==> config.mk <==
export PLATFORM = sky130hd
export DESIGN_NAME = iprc_regs
export DESIGN_NICKNAME = d
export VERILOG_FILES = /design/src/hdl/iprc_pkg.sv /design/src/hdl/iprc_field.sv /design/src/hdl/iprc_rd_pack.sv /design/src/hdl/iprc_regs.sv
export SDC_FILE = /design/constraint.sdc
export NUM_CORES = 1
export LEC_CHECK = 0
export BUFFER_PORTS_ARGS = -buffer_cell sky130_fd_sc_hd__buf_2
export CAP_MARGIN = 20
export CORE_MARGIN = 2
export CORE_UTILIZATION = 37
export CTS_CLUSTER_DIAMETER = 80
export CTS_CLUSTER_SIZE = 30
export DETAILED_ROUTE_END_ITERATION = 6
export GPL_TIMING_DRIVEN = 0
export PLACE_DENSITY = 0.74
export SLEW_MARGIN = 20
export SYNTH_ARGS = -nofsm -noshare
export SYNTH_HDL_FRONTEND = slang
export SYNTH_SLANG_ARGS = --single-unit
==> constraint.sdc <==
create_clock -name clk_sys_i -period 1.8 [get_ports clk_sys_i]
set_clock_uncertainty 0.05 [all_clocks]
set_input_delay 0.27 -clock clk_sys_i [delete_from_list [all_inputs] [get_ports clk_sys_i]]
set_output_delay 0.27 -clock clk_sys_i [all_outputs]
set_load 0.01 [all_outputs]
==> src/hdl/iprc_pkg.sv <==
// Purpose: Shared constants for the interrupt priority register bank (sources 0 to 17).
// Assumes: Classic Wishbone slave, 32-bit data, one aligned word per register.
// Notes:   Each priority field is three bits wide; a value of zero disables a source.
package iprc_pkg;

  // Bank geometry.
  localparam int NUM_SRC = 18;
  localparam int NUM_REG = 6;
  localparam int FIELD_W = 3;
  localparam int REG_W   = 16;

  // Byte addresses of the six registers.
  localparam logic [7:0] OFF_TIMER4_COMPARE34   = 8'h00;
  localparam logic [7:0] OFF_UART2_EXT2_TIMER5  = 8'h04;
  localparam logic [7:0] OFF_SERIAL_PORT2       = 8'h08;
  localparam logic [7:0] OFF_CAPTURE345         = 8'h0C;
  localparam logic [7:0] OFF_COMPARE567_CAPTURE6 = 8'h10;
  localparam logic [7:0] OFF_PARALLEL_COMPARE8  = 8'h14;

  // Field codes.
  localparam logic [2:0] PRIO_RESET = 3'h4;
  localparam logic [2:0] PRIO_OFF   = 3'h0;
  localparam logic [2:0] PRIO_MIN   = 3'h1;
  localparam logic [2:0] PRIO_MAX   = 3'h7;

  // Source order: timer4, compare4, compare3, uart2 tx, uart2 rx, external2, timer5,
  // serial2 event, serial2 fault, capture5, capture4, capture3, compare7, compare6,
  // compare5, capture6, parallel port, compare8.
  localparam int SRC_REG [NUM_SRC] = '{0, 0, 0, 1, 1, 1, 1, 2, 2, 3, 3, 3, 4, 4, 4, 4, 5, 5};
  localparam int SRC_LSB [NUM_SRC] = '{12, 8, 4, 12, 8, 4, 0, 4, 0, 12, 8, 4, 12, 8, 4, 0, 4, 0};

  // Implemented bit masks per register, for checking only.
  localparam logic [15:0] REG_MASK [NUM_REG] =
    '{16'h7770, 16'h7777, 16'h0077, 16'h7770, 16'h7777, 16'h0077};

endpackage

==> src/hdl/iprc_field.sv <==
// Purpose: One three-bit priority field with its enable flag.
// Assumes: Write strobe and byte lane come from the bus slave on the same clock.
// Notes:   The flag is computed from the next value so both change on the same edge.
`timescale 1ns/1ps
module iprc_field
(
  // Clock and reset.
  input  wire logic       clk_sys_i,
  input  wire logic       sys_rst_i,
  // Write side.
  input  wire logic       wr_en_i,
  input  wire logic       lane_i,
  input  wire logic [2:0] wdat_i,
  // Field state.
  output logic      [2:0] prio_o,
  output logic            enabled_o
);

  logic [2:0] prio_ff;    // Held field value.
  logic       enabled_ff; // High while the source may be taken.
  logic [2:0] nxt_prio;   // Next field value.

  // Only a write that owns this byte lane changes the field.
  always_comb
  begin
    nxt_prio = prio_ff;
    if (wr_en_i && lane_i)
    begin
      nxt_prio = wdat_i;
    end
  end

  // Reset loads level four, which leaves every source enabled at start.
  always_ff @(posedge clk_sys_i)
  begin
    if (sys_rst_i)
    begin
      prio_ff    <= iprc_pkg::PRIO_RESET;
      enabled_ff <= 1'b1;
    end
    else
    begin
      prio_ff    <= nxt_prio;
      enabled_ff <= (nxt_prio != iprc_pkg::PRIO_OFF);
    end
  end

  assign prio_o    = prio_ff;
  assign enabled_o = enabled_ff;

endmodule // iprc_field

==> src/hdl/iprc_rd_pack.sv <==
// Purpose: Assemble the read image of one register from the field values.
// Assumes: Register index has already been decoded and is in range or ignored.
// Notes:   Bits with no field stay zero by construction.
`timescale 1ns/1ps
module iprc_rd_pack
(
  // Field values, source 0 in the low bits.
  input  wire logic [iprc_pkg::NUM_SRC*3-1:0] prio_flat_i,
  // Register selected for reading.
  input  wire logic [2:0]                     reg_idx_i,
  // Register image.
  output logic      [15:0]                    rd_word_o
);

  // Each field lands at its own position; nothing else is ever set.
  always_comb
  begin
    rd_word_o = 16'h0000;
    for (int i = 0; i < iprc_pkg::NUM_SRC; i++)
    begin
      if (iprc_pkg::SRC_REG[i] == int'(reg_idx_i))
      begin
        rd_word_o[iprc_pkg::SRC_LSB[i] +: 3] = prio_flat_i[i*3 +: 3];
      end
    end
  end

endmodule // iprc_rd_pack

==> src/hdl/iprc_regs.sv <==
// Purpose: Priority register bank for eighteen interrupt sources, Wishbone slave.
// Assumes: Classic Wishbone cycles on clk_sys_i; one register per aligned word.
// Notes:   Answers every access one cycle after the request, mapped or not.
//
// Local design decisions: the register addresses and register access over Wishbone.
`timescale 1ns/1ps
module iprc_regs
(
  // Clock and reset.
  input  wire logic        clk_sys_i,
  input  wire logic        sys_rst_i,
  // Wishbone slave.
  input  wire logic        wb_cyc_i,
  input  wire logic        wb_stb_i,
  input  wire logic        wb_we_i,
  input  wire logic [7:0]  wb_adr_i,
  input  wire logic [3:0]  wb_sel_i,
  input  wire logic [31:0] wb_dat_i,
  output logic      [31:0] wb_dat_o,
  output logic             wb_ack_o,
  // Priority levels towards the arbiter.
  output logic      [2:0]  timer4_prio_o,
  output logic      [2:0]  compare4_prio_o,
  output logic      [2:0]  compare3_prio_o,
  output logic      [2:0]  uart2_transmit_prio_o,
  output logic      [2:0]  uart2_receive_prio_o,
  output logic      [2:0]  external_irq2_prio_o,
  output logic      [2:0]  timer5_prio_o,
  output logic      [2:0]  serial_port2_event_prio_o,
  output logic      [2:0]  serial_port2_fault_prio_o,
  output logic      [2:0]  capture5_prio_o,
  output logic      [2:0]  capture4_prio_o,
  output logic      [2:0]  capture3_prio_o,
  output logic      [2:0]  compare7_prio_o,
  output logic      [2:0]  compare6_prio_o,
  output logic      [2:0]  compare5_prio_o,
  output logic      [2:0]  capture6_prio_o,
  output logic      [2:0]  parallel_port_prio_o,
  output logic      [2:0]  compare8_prio_o,
  // Per-source enable, high when the field is non-zero.
  output logic      [17:0] src_enable_o
);

  // In short: a request is taken at the edge where cyc and stb are high and ack is low.
  // That edge loads the field and the read image, and ack stands for the next cycle only.
  // The master must drop cyc and stb once it has seen ack, and may raise them again in
  // the cycle after the drop. There are no wait states and no error answer.

  logic        ack_ff;                          // Bus answer, one cycle long.
  logic [31:0] dat_ff;                          // Read data held with the answer.
  logic        acc_hit_ff;                      // Answered access hit a register.
  logic [2:0]  acc_idx_ff;                      // Register index of answered access.
  logic        hit;                             // Current address is mapped.
  logic [2:0]  acc_idx;                         // Current register index.
  logic        req;                             // New request, not yet answered.
  logic        wr_stb;                          // Write takes effect this edge.
  logic [15:0] rd_word;                         // Image of addressed register.
  logic [2:0]  prio_w [iprc_pkg::NUM_SRC];      // Field values per source.
  logic [17:0] enable_w;                        // Enable flags per source.
  logic [iprc_pkg::NUM_SRC*3-1:0] prio_flat;    // Field values flattened.

  // Address decode; anything that is not one of the six words is unmapped.
  // Only exact word addresses match, so a stray low address bit cannot alias a
  // register; such an access reads zero and writes nothing.
  always_comb
  begin
    hit     = 1'b1;
    acc_idx = 3'h0;
    if (wb_adr_i == iprc_pkg::OFF_TIMER4_COMPARE34)
    begin
      acc_idx = 3'h0;
    end
    else if (wb_adr_i == iprc_pkg::OFF_UART2_EXT2_TIMER5)
    begin
      acc_idx = 3'h1;
    end
    else if (wb_adr_i == iprc_pkg::OFF_SERIAL_PORT2)
    begin
      acc_idx = 3'h2;
    end
    else if (wb_adr_i == iprc_pkg::OFF_CAPTURE345)
    begin
      acc_idx = 3'h3;
    end
    else if (wb_adr_i == iprc_pkg::OFF_COMPARE567_CAPTURE6)
    begin
      acc_idx = 3'h4;
    end
    else if (wb_adr_i == iprc_pkg::OFF_PARALLEL_COMPARE8)
    begin
      acc_idx = 3'h5;
    end
    else
    begin
      // Unmapped words still get an answer so the master never hangs.
      hit = 1'b0;
    end
  end

  // A request is new while it has not been answered yet.
  // The master still shows its request in the answer cycle, so masking with ack_ff is
  // what keeps one held strobe from being taken, and written, a second time.
  assign req    = wb_cyc_i && wb_stb_i && !ack_ff;
  // Writes to unmapped words are dropped silently.
  assign wr_stb = req && wb_we_i && hit;

  // One field instance per source; the byte lane follows the field position.
  // With only lane 0 set the two upper fields keep their value; lanes 2 and 3 carry
  // no field and are never looked at.
  for (genvar i = 0; i < iprc_pkg::NUM_SRC; i++)
  begin : g_src
    localparam int LSB = iprc_pkg::SRC_LSB[i];
    localparam int RIX = iprc_pkg::SRC_REG[i];
    logic lane;                                 // Byte lane holding this field.
    logic wr_this;                              // Write addressed to our register.
    assign lane    = (LSB >= 8) ? wb_sel_i[1] : wb_sel_i[0];
    assign wr_this = wr_stb && (acc_idx == RIX[2:0]);
    // Each field keeps its own enable flop, so no decode of the code is needed here.
    iprc_field u_field
    (
      .clk_sys_i (clk_sys_i),
      .sys_rst_i (sys_rst_i),
      .wr_en_i   (wr_this),
      .lane_i    (lane),
      .wdat_i    (wb_dat_i[LSB +: 3]),
      .prio_o    (prio_w[i]),
      .enabled_o (enable_w[i])
    );
    assign prio_flat[i*3 +: 3] = prio_w[i];
  end

  // Read image of the addressed register.
  iprc_rd_pack u_rd_pack
  (
    .prio_flat_i (prio_flat),
    .reg_idx_i   (acc_idx),
    .rd_word_o   (rd_word)
  );

  // Answer every request one cycle later and drop the answer the cycle after.
  // The index copy runs free on every edge; it only matters while acc_hit_ff is high,
  // and leaving out an enable term changes nothing in behaviour.
  always_ff @(posedge clk_sys_i)
  begin
    if (sys_rst_i)
    begin
      // No answer is pending while reset is high.
      ack_ff     <= 1'b0;
      acc_hit_ff <= 1'b0;
      acc_idx_ff <= 3'h0;
    end
    else
    begin
      // A held request in the answer cycle sees ack_ff high and is not answered again.
      ack_ff     <= req;
      acc_hit_ff <= req && hit;
      acc_idx_ff <= acc_idx;
    end
  end

  // Read data: the upper half and every unassigned bit read as zero.
  // The image is registered with the answer, so the data on the bus is a copy that
  // stands still for the whole answer cycle.
  always_ff @(posedge clk_sys_i)
  begin
    if (sys_rst_i)
    begin
      dat_ff <= 32'h0000_0000;
    end
    else if (req && !wb_we_i && hit)
    begin
      // Only a mapped read loads the image; writes and unmapped reads answer zero.
      dat_ff <= {16'h0000, rd_word};
    end
    else
    begin
      // Zero outside read answers keeps stale data off the bus.
      dat_ff <= 32'h0000_0000;
    end
  end

  assign wb_ack_o = ack_ff;
  assign wb_dat_o = dat_ff;

  // Field flops drive the arbiter directly, so a write counts from the next cycle.
  // The trade-off: the arbiter sees a new level in the same cycle as the master sees its
  // ack, which is harmless because the level is final at that edge.
  assign timer4_prio_o             = prio_w[0];
  assign compare4_prio_o           = prio_w[1];
  assign compare3_prio_o           = prio_w[2];
  assign uart2_transmit_prio_o     = prio_w[3];
  assign uart2_receive_prio_o      = prio_w[4];
  assign external_irq2_prio_o      = prio_w[5];
  assign timer5_prio_o             = prio_w[6];
  assign serial_port2_event_prio_o = prio_w[7];
  assign serial_port2_fault_prio_o = prio_w[8];
  assign capture5_prio_o           = prio_w[9];
  assign capture4_prio_o           = prio_w[10];
  assign capture3_prio_o           = prio_w[11];
  assign compare7_prio_o           = prio_w[12];
  assign compare6_prio_o           = prio_w[13];
  assign compare5_prio_o           = prio_w[14];
  assign capture6_prio_o           = prio_w[15];
  assign parallel_port_prio_o      = prio_w[16];
  assign compare8_prio_o           = prio_w[17];
  // Level and code are the same number, so 111 is seven and 001 is one.
  assign src_enable_o              = enable_w;

  // Write or read that has just been answered, used by the checks below.
  logic ack_wr;                                 // Answered write to a mapped word.
  logic ack_rd;                                 // Answered read from a mapped word.
  assign ack_wr = wb_ack_o && wb_we_i && acc_hit_ff;
  assign ack_rd = wb_ack_o && !wb_we_i && acc_hit_ff;
endmodule // iprc_regs
Yosys cells after proc, flatten, opt, wreduce, memory -nomap -nowiden
Cells that the tools add are included.

cells by class
  eq/ne operators = 15
  multiplexer cells = 48
  bitwise operators = 1
  reductions and logical operators = 46

operator list
  operator            count
  $mux 3              42
  $reduce_bool 3->1   18
  $logic_and 1x1->1   22
  $eq 8x4->1 const B  2
  $eq 8x5->1 const B  2
  $eq 3x3->1 const A  4
  $eq 8x3->1 const B  1
  $logic_not 8->1     1
  $eq 3x2->1 const B  2
  $eq 3x3->1 const B  2
  $logic_not 3->1     2
  $mux 1              6
  $eq 2x3->1 const A  1
  $eq 3x1->1 const B  1
  $logic_not 1->1     2
  $reduce_or 2->1     1
  $not 1->1           1

storage, ports and cells
  bits in registers = 105
  bits of input ports = 49
  output and inout port bits = 105
  logic and storage cells = 149

Depth between registers and ports, before layout
  depth in word-level cells = 14
  depth in mapped cells = 8

Modules after synthesis
Synthesis repeated with hierarchy kept, for this count alone.

unflattened totals
  cells, all modules = 443
  area, all modules = 4446.8 µm²

modules (own cells, without submodules)
  module        times used  cells an instance  area an instance (µm²)  sequential area each (µm²)
  iprc_field    18          16                 172.7                   80.1
  iprc_regs     1           96                 868.3                   340.3
  iprc_rd_pack  1           59                 470.5                   0.0

Worst setup path after synthesis
No wires, ideal clock.

  path type = register to register
  from = reg ack_ff, in the netlist wb_ack_o
  to = reg g_src[3].u_field.prio_ff[0]
  library setup time = 0.132 ns
  arrival time = 1.617 ns
  required time = 1.618 ns
  slack = 0.000 ns
  cell stages (with the launch flop) = 6
  cell sequence = dfxtp_1 and4b_1 nand2_1 or4_1 nand2_1 a21oi_1

on the way
  longest elaborated chain between the ends = 7

RTL lines
  item                             line              source
  start: declaration               iprc_regs.sv:49   logic ack_ff;
  start signal: assignment         iprc_regs.sv:155  ack_ff <= req;
  $logic_not 1->1                  iprc_regs.sv:103  assign req = wb_cyc_i && wb_stb_i && !ack_ff;
  $logic_and 1x1->1                iprc_regs.sv:103
  $logic_and 1x1->1 (2 in series)  iprc_regs.sv:105  assign wr_stb = req && wb_we_i && hit;
  $logic_and 1x1->1                iprc_regs.sv:117  assign wr_this = wr_stb && (acc_idx == RIX[2:0]);
  $logic_and 1x1->1                iprc_field.sv:27  if (wr_en_i && lane_i)
  $mux 3                           iprc_field.sv:27
  end signal: assignment           iprc_field.sv:38  prio_ff <= iprc_pkg::PRIO_RESET;
  end signal: assignment           iprc_field.sv:43  prio_ff <= nxt_prio;
  end: declaration                 iprc_field.sv:19  logic [2:0] prio_ff;

No other way between the ends.
A chain may end at the register's enable or synchronous reset.

Final worst setup path
  from = reg ack_ff, in the netlist wb_ack_o
  to = reg g_src[5].u_field.prio_ff[1]

on the way
  longest elaborated chain between the ends = 7

RTL lines
  item                             line
  $logic_not 1->1                  iprc_regs.sv:103
  $logic_and 1x1->1                iprc_regs.sv:103
  $logic_and 1x1->1 (2 in series)  iprc_regs.sv:105
  $logic_and 1x1->1                iprc_regs.sv:117
  $logic_and 1x1->1                iprc_field.sv:27
  $mux 3                           iprc_field.sv:27
  end signal: assignment           iprc_field.sv:38
  end signal: assignment           iprc_field.sv:43
  end: declaration                 iprc_field.sv:19

No other way between the ends.

==> flow_metrics.env <==
export IMPL_drc=0
export IMPL_hold_violations=0
export IMPL_ant_nets=0
export IMPL_required_ns=2.00
export IMPL_violations="setup timing"
export IMPL_synth_cell_types=48
export IMPL_worstPathArrival_ns=2.01
export IMPL_peakVddDrop_mv=0.386
export IMPL_grt_max_degree=16
export IMPL_yosys_most_used_dff="dfxtp_1"
export IMPL_relSlewSlack_pct=35.6
export IMPL_finalSetupViolCount=1
export IMPL_dr_pass1_iters=5
export IMPL_fin_hold_ws_ns=0.118
export IMPL_gp_congestion=0.931
export IMPL_p_leak_uw=0.00218
export IMPL_vias=4084
export IMPL_synth_edf_count=0
export IMPL_cp_max_fo=8
export IMPL_hpwl_mm=9.57
export IMPL_initial_core_util_pct=37.5
export IMPL_dpl_worst_slack_ns=-0.440
export IMPL_outcome="finished, violations left"
export IMPL_nets=684
export IMPL_die_area_um2=11700
export IMPL_drive_above_1_share_pct=33.4
export IMPL_max_cap_violations=0
export IMPL_clk_latency_ns=0.36
export IMPL_synth_area_um2=4020
export IMPL_layout_cells_non_filler=780
export IMPL_die_y_um=108
export IMPL_cts_buffers=9
export IMPL_min_period_over_period_pct=101
export IMPL_ff2ff_path_depth=7
export IMPL_worst_pin_slew_ns=0.957
export IMPL_place_area_um2=4800
export IMPL_cts_root_buf="clkbuf_8"
export IMPL_io_buffers=108
export IMPL_max_stage_delay_ns=0.34
export IMPL_core_um2=10700
export IMPL_setup_slack_ns=-0.0158
export IMPL_utilization_pct=48.8
export IMPL_ys_seq_elements=85
export IMPL_worstHoldPathCells=3
export IMPL_rsz0062_at_grt="true"
export IMPL_antenna_found_initial=0
export IMPL_critPathCaptureType="register"
export IMPL_slew_viol_final=0
export IMPL_cts_buffer_depth=2
export IMPL_cp_start_kind="register"
export IMPL_powerDensity_nw_per_um2=716
export IMPL_grt_remaining_overflow=0
export IMPL_cp_cell_sequence="and4b_2 -> nand4_4 -> buf_6 -> nor3_4 -> buf_12 -> mux2i_2 -> nor2_1"
export IMPL_ys_seq_area_share_pct=42.4
export IMPL_placed_cells=752
export IMPL_wl_per_cell_um=16.2
export IMPL_ctsHoldBuffers=0
export IMPL_syn_mean_instance_area_um2=8.28
export IMPL_pin_count=154
export IMPL_first_global_vias=3814
export IMPL_clock_fmax_mhz=551
export IMPL_die_w_um=108
export IMPL_area_delta_synth_final_pct=29.9
export IMPL_ys_warn_count=0
export IMPL_cts_sinks=85
export IMPL_grt_pass1_wl_mm=19.7
export IMPL_critPathSlowestCell="and4b_2"
export IMPL_cts_tree="built"
export IMPL_totalWireLength_mm=12.6
export IMPL_fp_row_count=38
export IMPL_track_usage_pct=21.8
export IMPL_h_tree_depth=3
export IMPL_antenna_cells=0
export IMPL_via_per_inst=5.24
export IMPL_clk_pin_slew_ns=0.09
export IMPL_layout_min_cycle_time_ns=1.82
export IMPL_first_iter_violations=277
export IMPL_hold_path_class="in2reg"
export IMPL_design_area_um2=5220
export IMPL_syn_inst=485
export IMPL_async_reset_ff_share_pct=0
export IMPL_critical_path_class="reg2reg"
==> power by group <==
group          total (µW)  internal [µW]  switching (µW)
Sequential           1880           1880           0.863
Combinational         299           98.4             200
Clock                1560            832             726
Total                3740           2810             927
==> cell usage in the layout, fill, tap and decap left out, drive strengths merged, types with 13 or more instances in the layout <==
master | Yosys | final
clkbuf | 16 | 26
nor4 | 19 | 19
nor3 | 23 | 23
a21oi | 56 | 56
conb | 1 | 20
mux2i | 23 | 23
o21ai | 23 | 23
nor2 | 60 | 60
nand2 | 55 | 55
dfxtp | 85 | 85
buf | 50 | 170
or4 | 13 | 13
==> cell usage after synthesis, types with 2 or more instances <==
master | instances | area [µm²]
buf_1 | 2 | 7.51
dfxtp_1 | 85 | 1700
or3_1 | 6 | 37.5
clkbuf_1 | 16 | 60.1
or2_2 | 2 | 12.5
nor2b_1 | 7 | 43.8
o41ai_1 | 2 | 17.5
buf_2 | 7 | 35.0
nand2_1 | 54 | 203
o22ai_1 | 5 | 31.3
buf_4 | 41 | 308
or4_1 | 13 | 97.6
o21bai_1 | 4 | 30.0
a31oi_1 | 2 | 12.5
nand3b_1 | 4 | 30.0
a211o_1 | 3 | 26.3
mux2i_1 | 23 | 230
nor2_1 | 58 | 218
nor3_1 | 19 | 95.1
nand2b_1 | 4 | 25.0
inv_1 | 6 | 22.5
nor4_1 | 17 | 106
o21ai_0 | 23 | 115
a21oi_1 | 56 | 280
nor3_2 | 2 | 20.0
nor3_4 | 2 | 32.5
==> repair_timing <==
action | CTS | global route
buffers inserted | 6 | 7
gates resized for setup | 8 | 16
setup endpoints to repair | 41 | 37
pin swaps | 2 | 5
==> cell families (layout without fill, tap and decap cells) <==
kind of cell,after synthesis,after routing,synth area share [%]
and+or+nand+nor,204,204,27.3
AOI/OAI and AO/OA,100,100,13.8
DFF,85,85,42.4
buffers and inverters,72,208,10.8
muxes,23,23,5.73
other,1,20,0.0934
==> worst max-delay path: cells and delay by family, from the launching register on <==
| family | cells | cell delay, ns |
|---|---|---|
| AND/OR/NAND/NOR | 4 | 0.79 |
| multiplexers | 1 | 0.20 |
| buffers and inverters | 2 | 0.33 |
| flip-flops | 1 | 0.33 |
==> worst paths after layout <==
check	startpoint	to	slack, ns
worst max-delay path	wb_ack_o	g_src[5].u_field.prio_o[1]	-0.02
worst min-delay path	wb_stb_i	wb_ack_o	0.12
worst max register to register	wb_ack_o	g_src[5].u_field.prio_o[1]	-0.02
worst min register to register	g_src[4].u_field.prio_o[0]	g_src[4].u_field.prio_o[0]	0.45
==> layout make-up <==
class                           count  area [µm²]
Fill cell                        1072        5480
Multi-Input combinational cell    347        2010
Sequential cell                    85        1700
Timing Repair Buffer              121         658
Buffer                             65         418
Tap cell                          140         175
Clock buffer                       10         138
Clock inverter                      6        95.1
Inverter                            6        22.5
==> state kept, by name (all words and copies together) (netlist names) <==
register                 count
wb_dat_o                    12
g_src.u_field.prio_o        54
g_src.u_field.enabled_o     18
wb_ack_o                     1
==> routing by layer <==
layer  track usage, %  vias to the layer above  routed length (µm)
met3             5.00                       22                1020
met2             37.3                      191                6240
met4             6.78                        0                 246
li1                 -                     1952                   -
met5                0                        -                   0
met1             27.3                     1919                5140
==> per-stage QoR <==
stage	power [µW]	setup TNS (ns)
after global placement	2200	-16.91
final	3740	-0.0158
after CTS	3740	-0.0259
after global routing	3850	-0.835
after floorplan	2100	0
after detailed placement	2200	-18.30
Note: power is estimated with default switching activity, not from simulation.
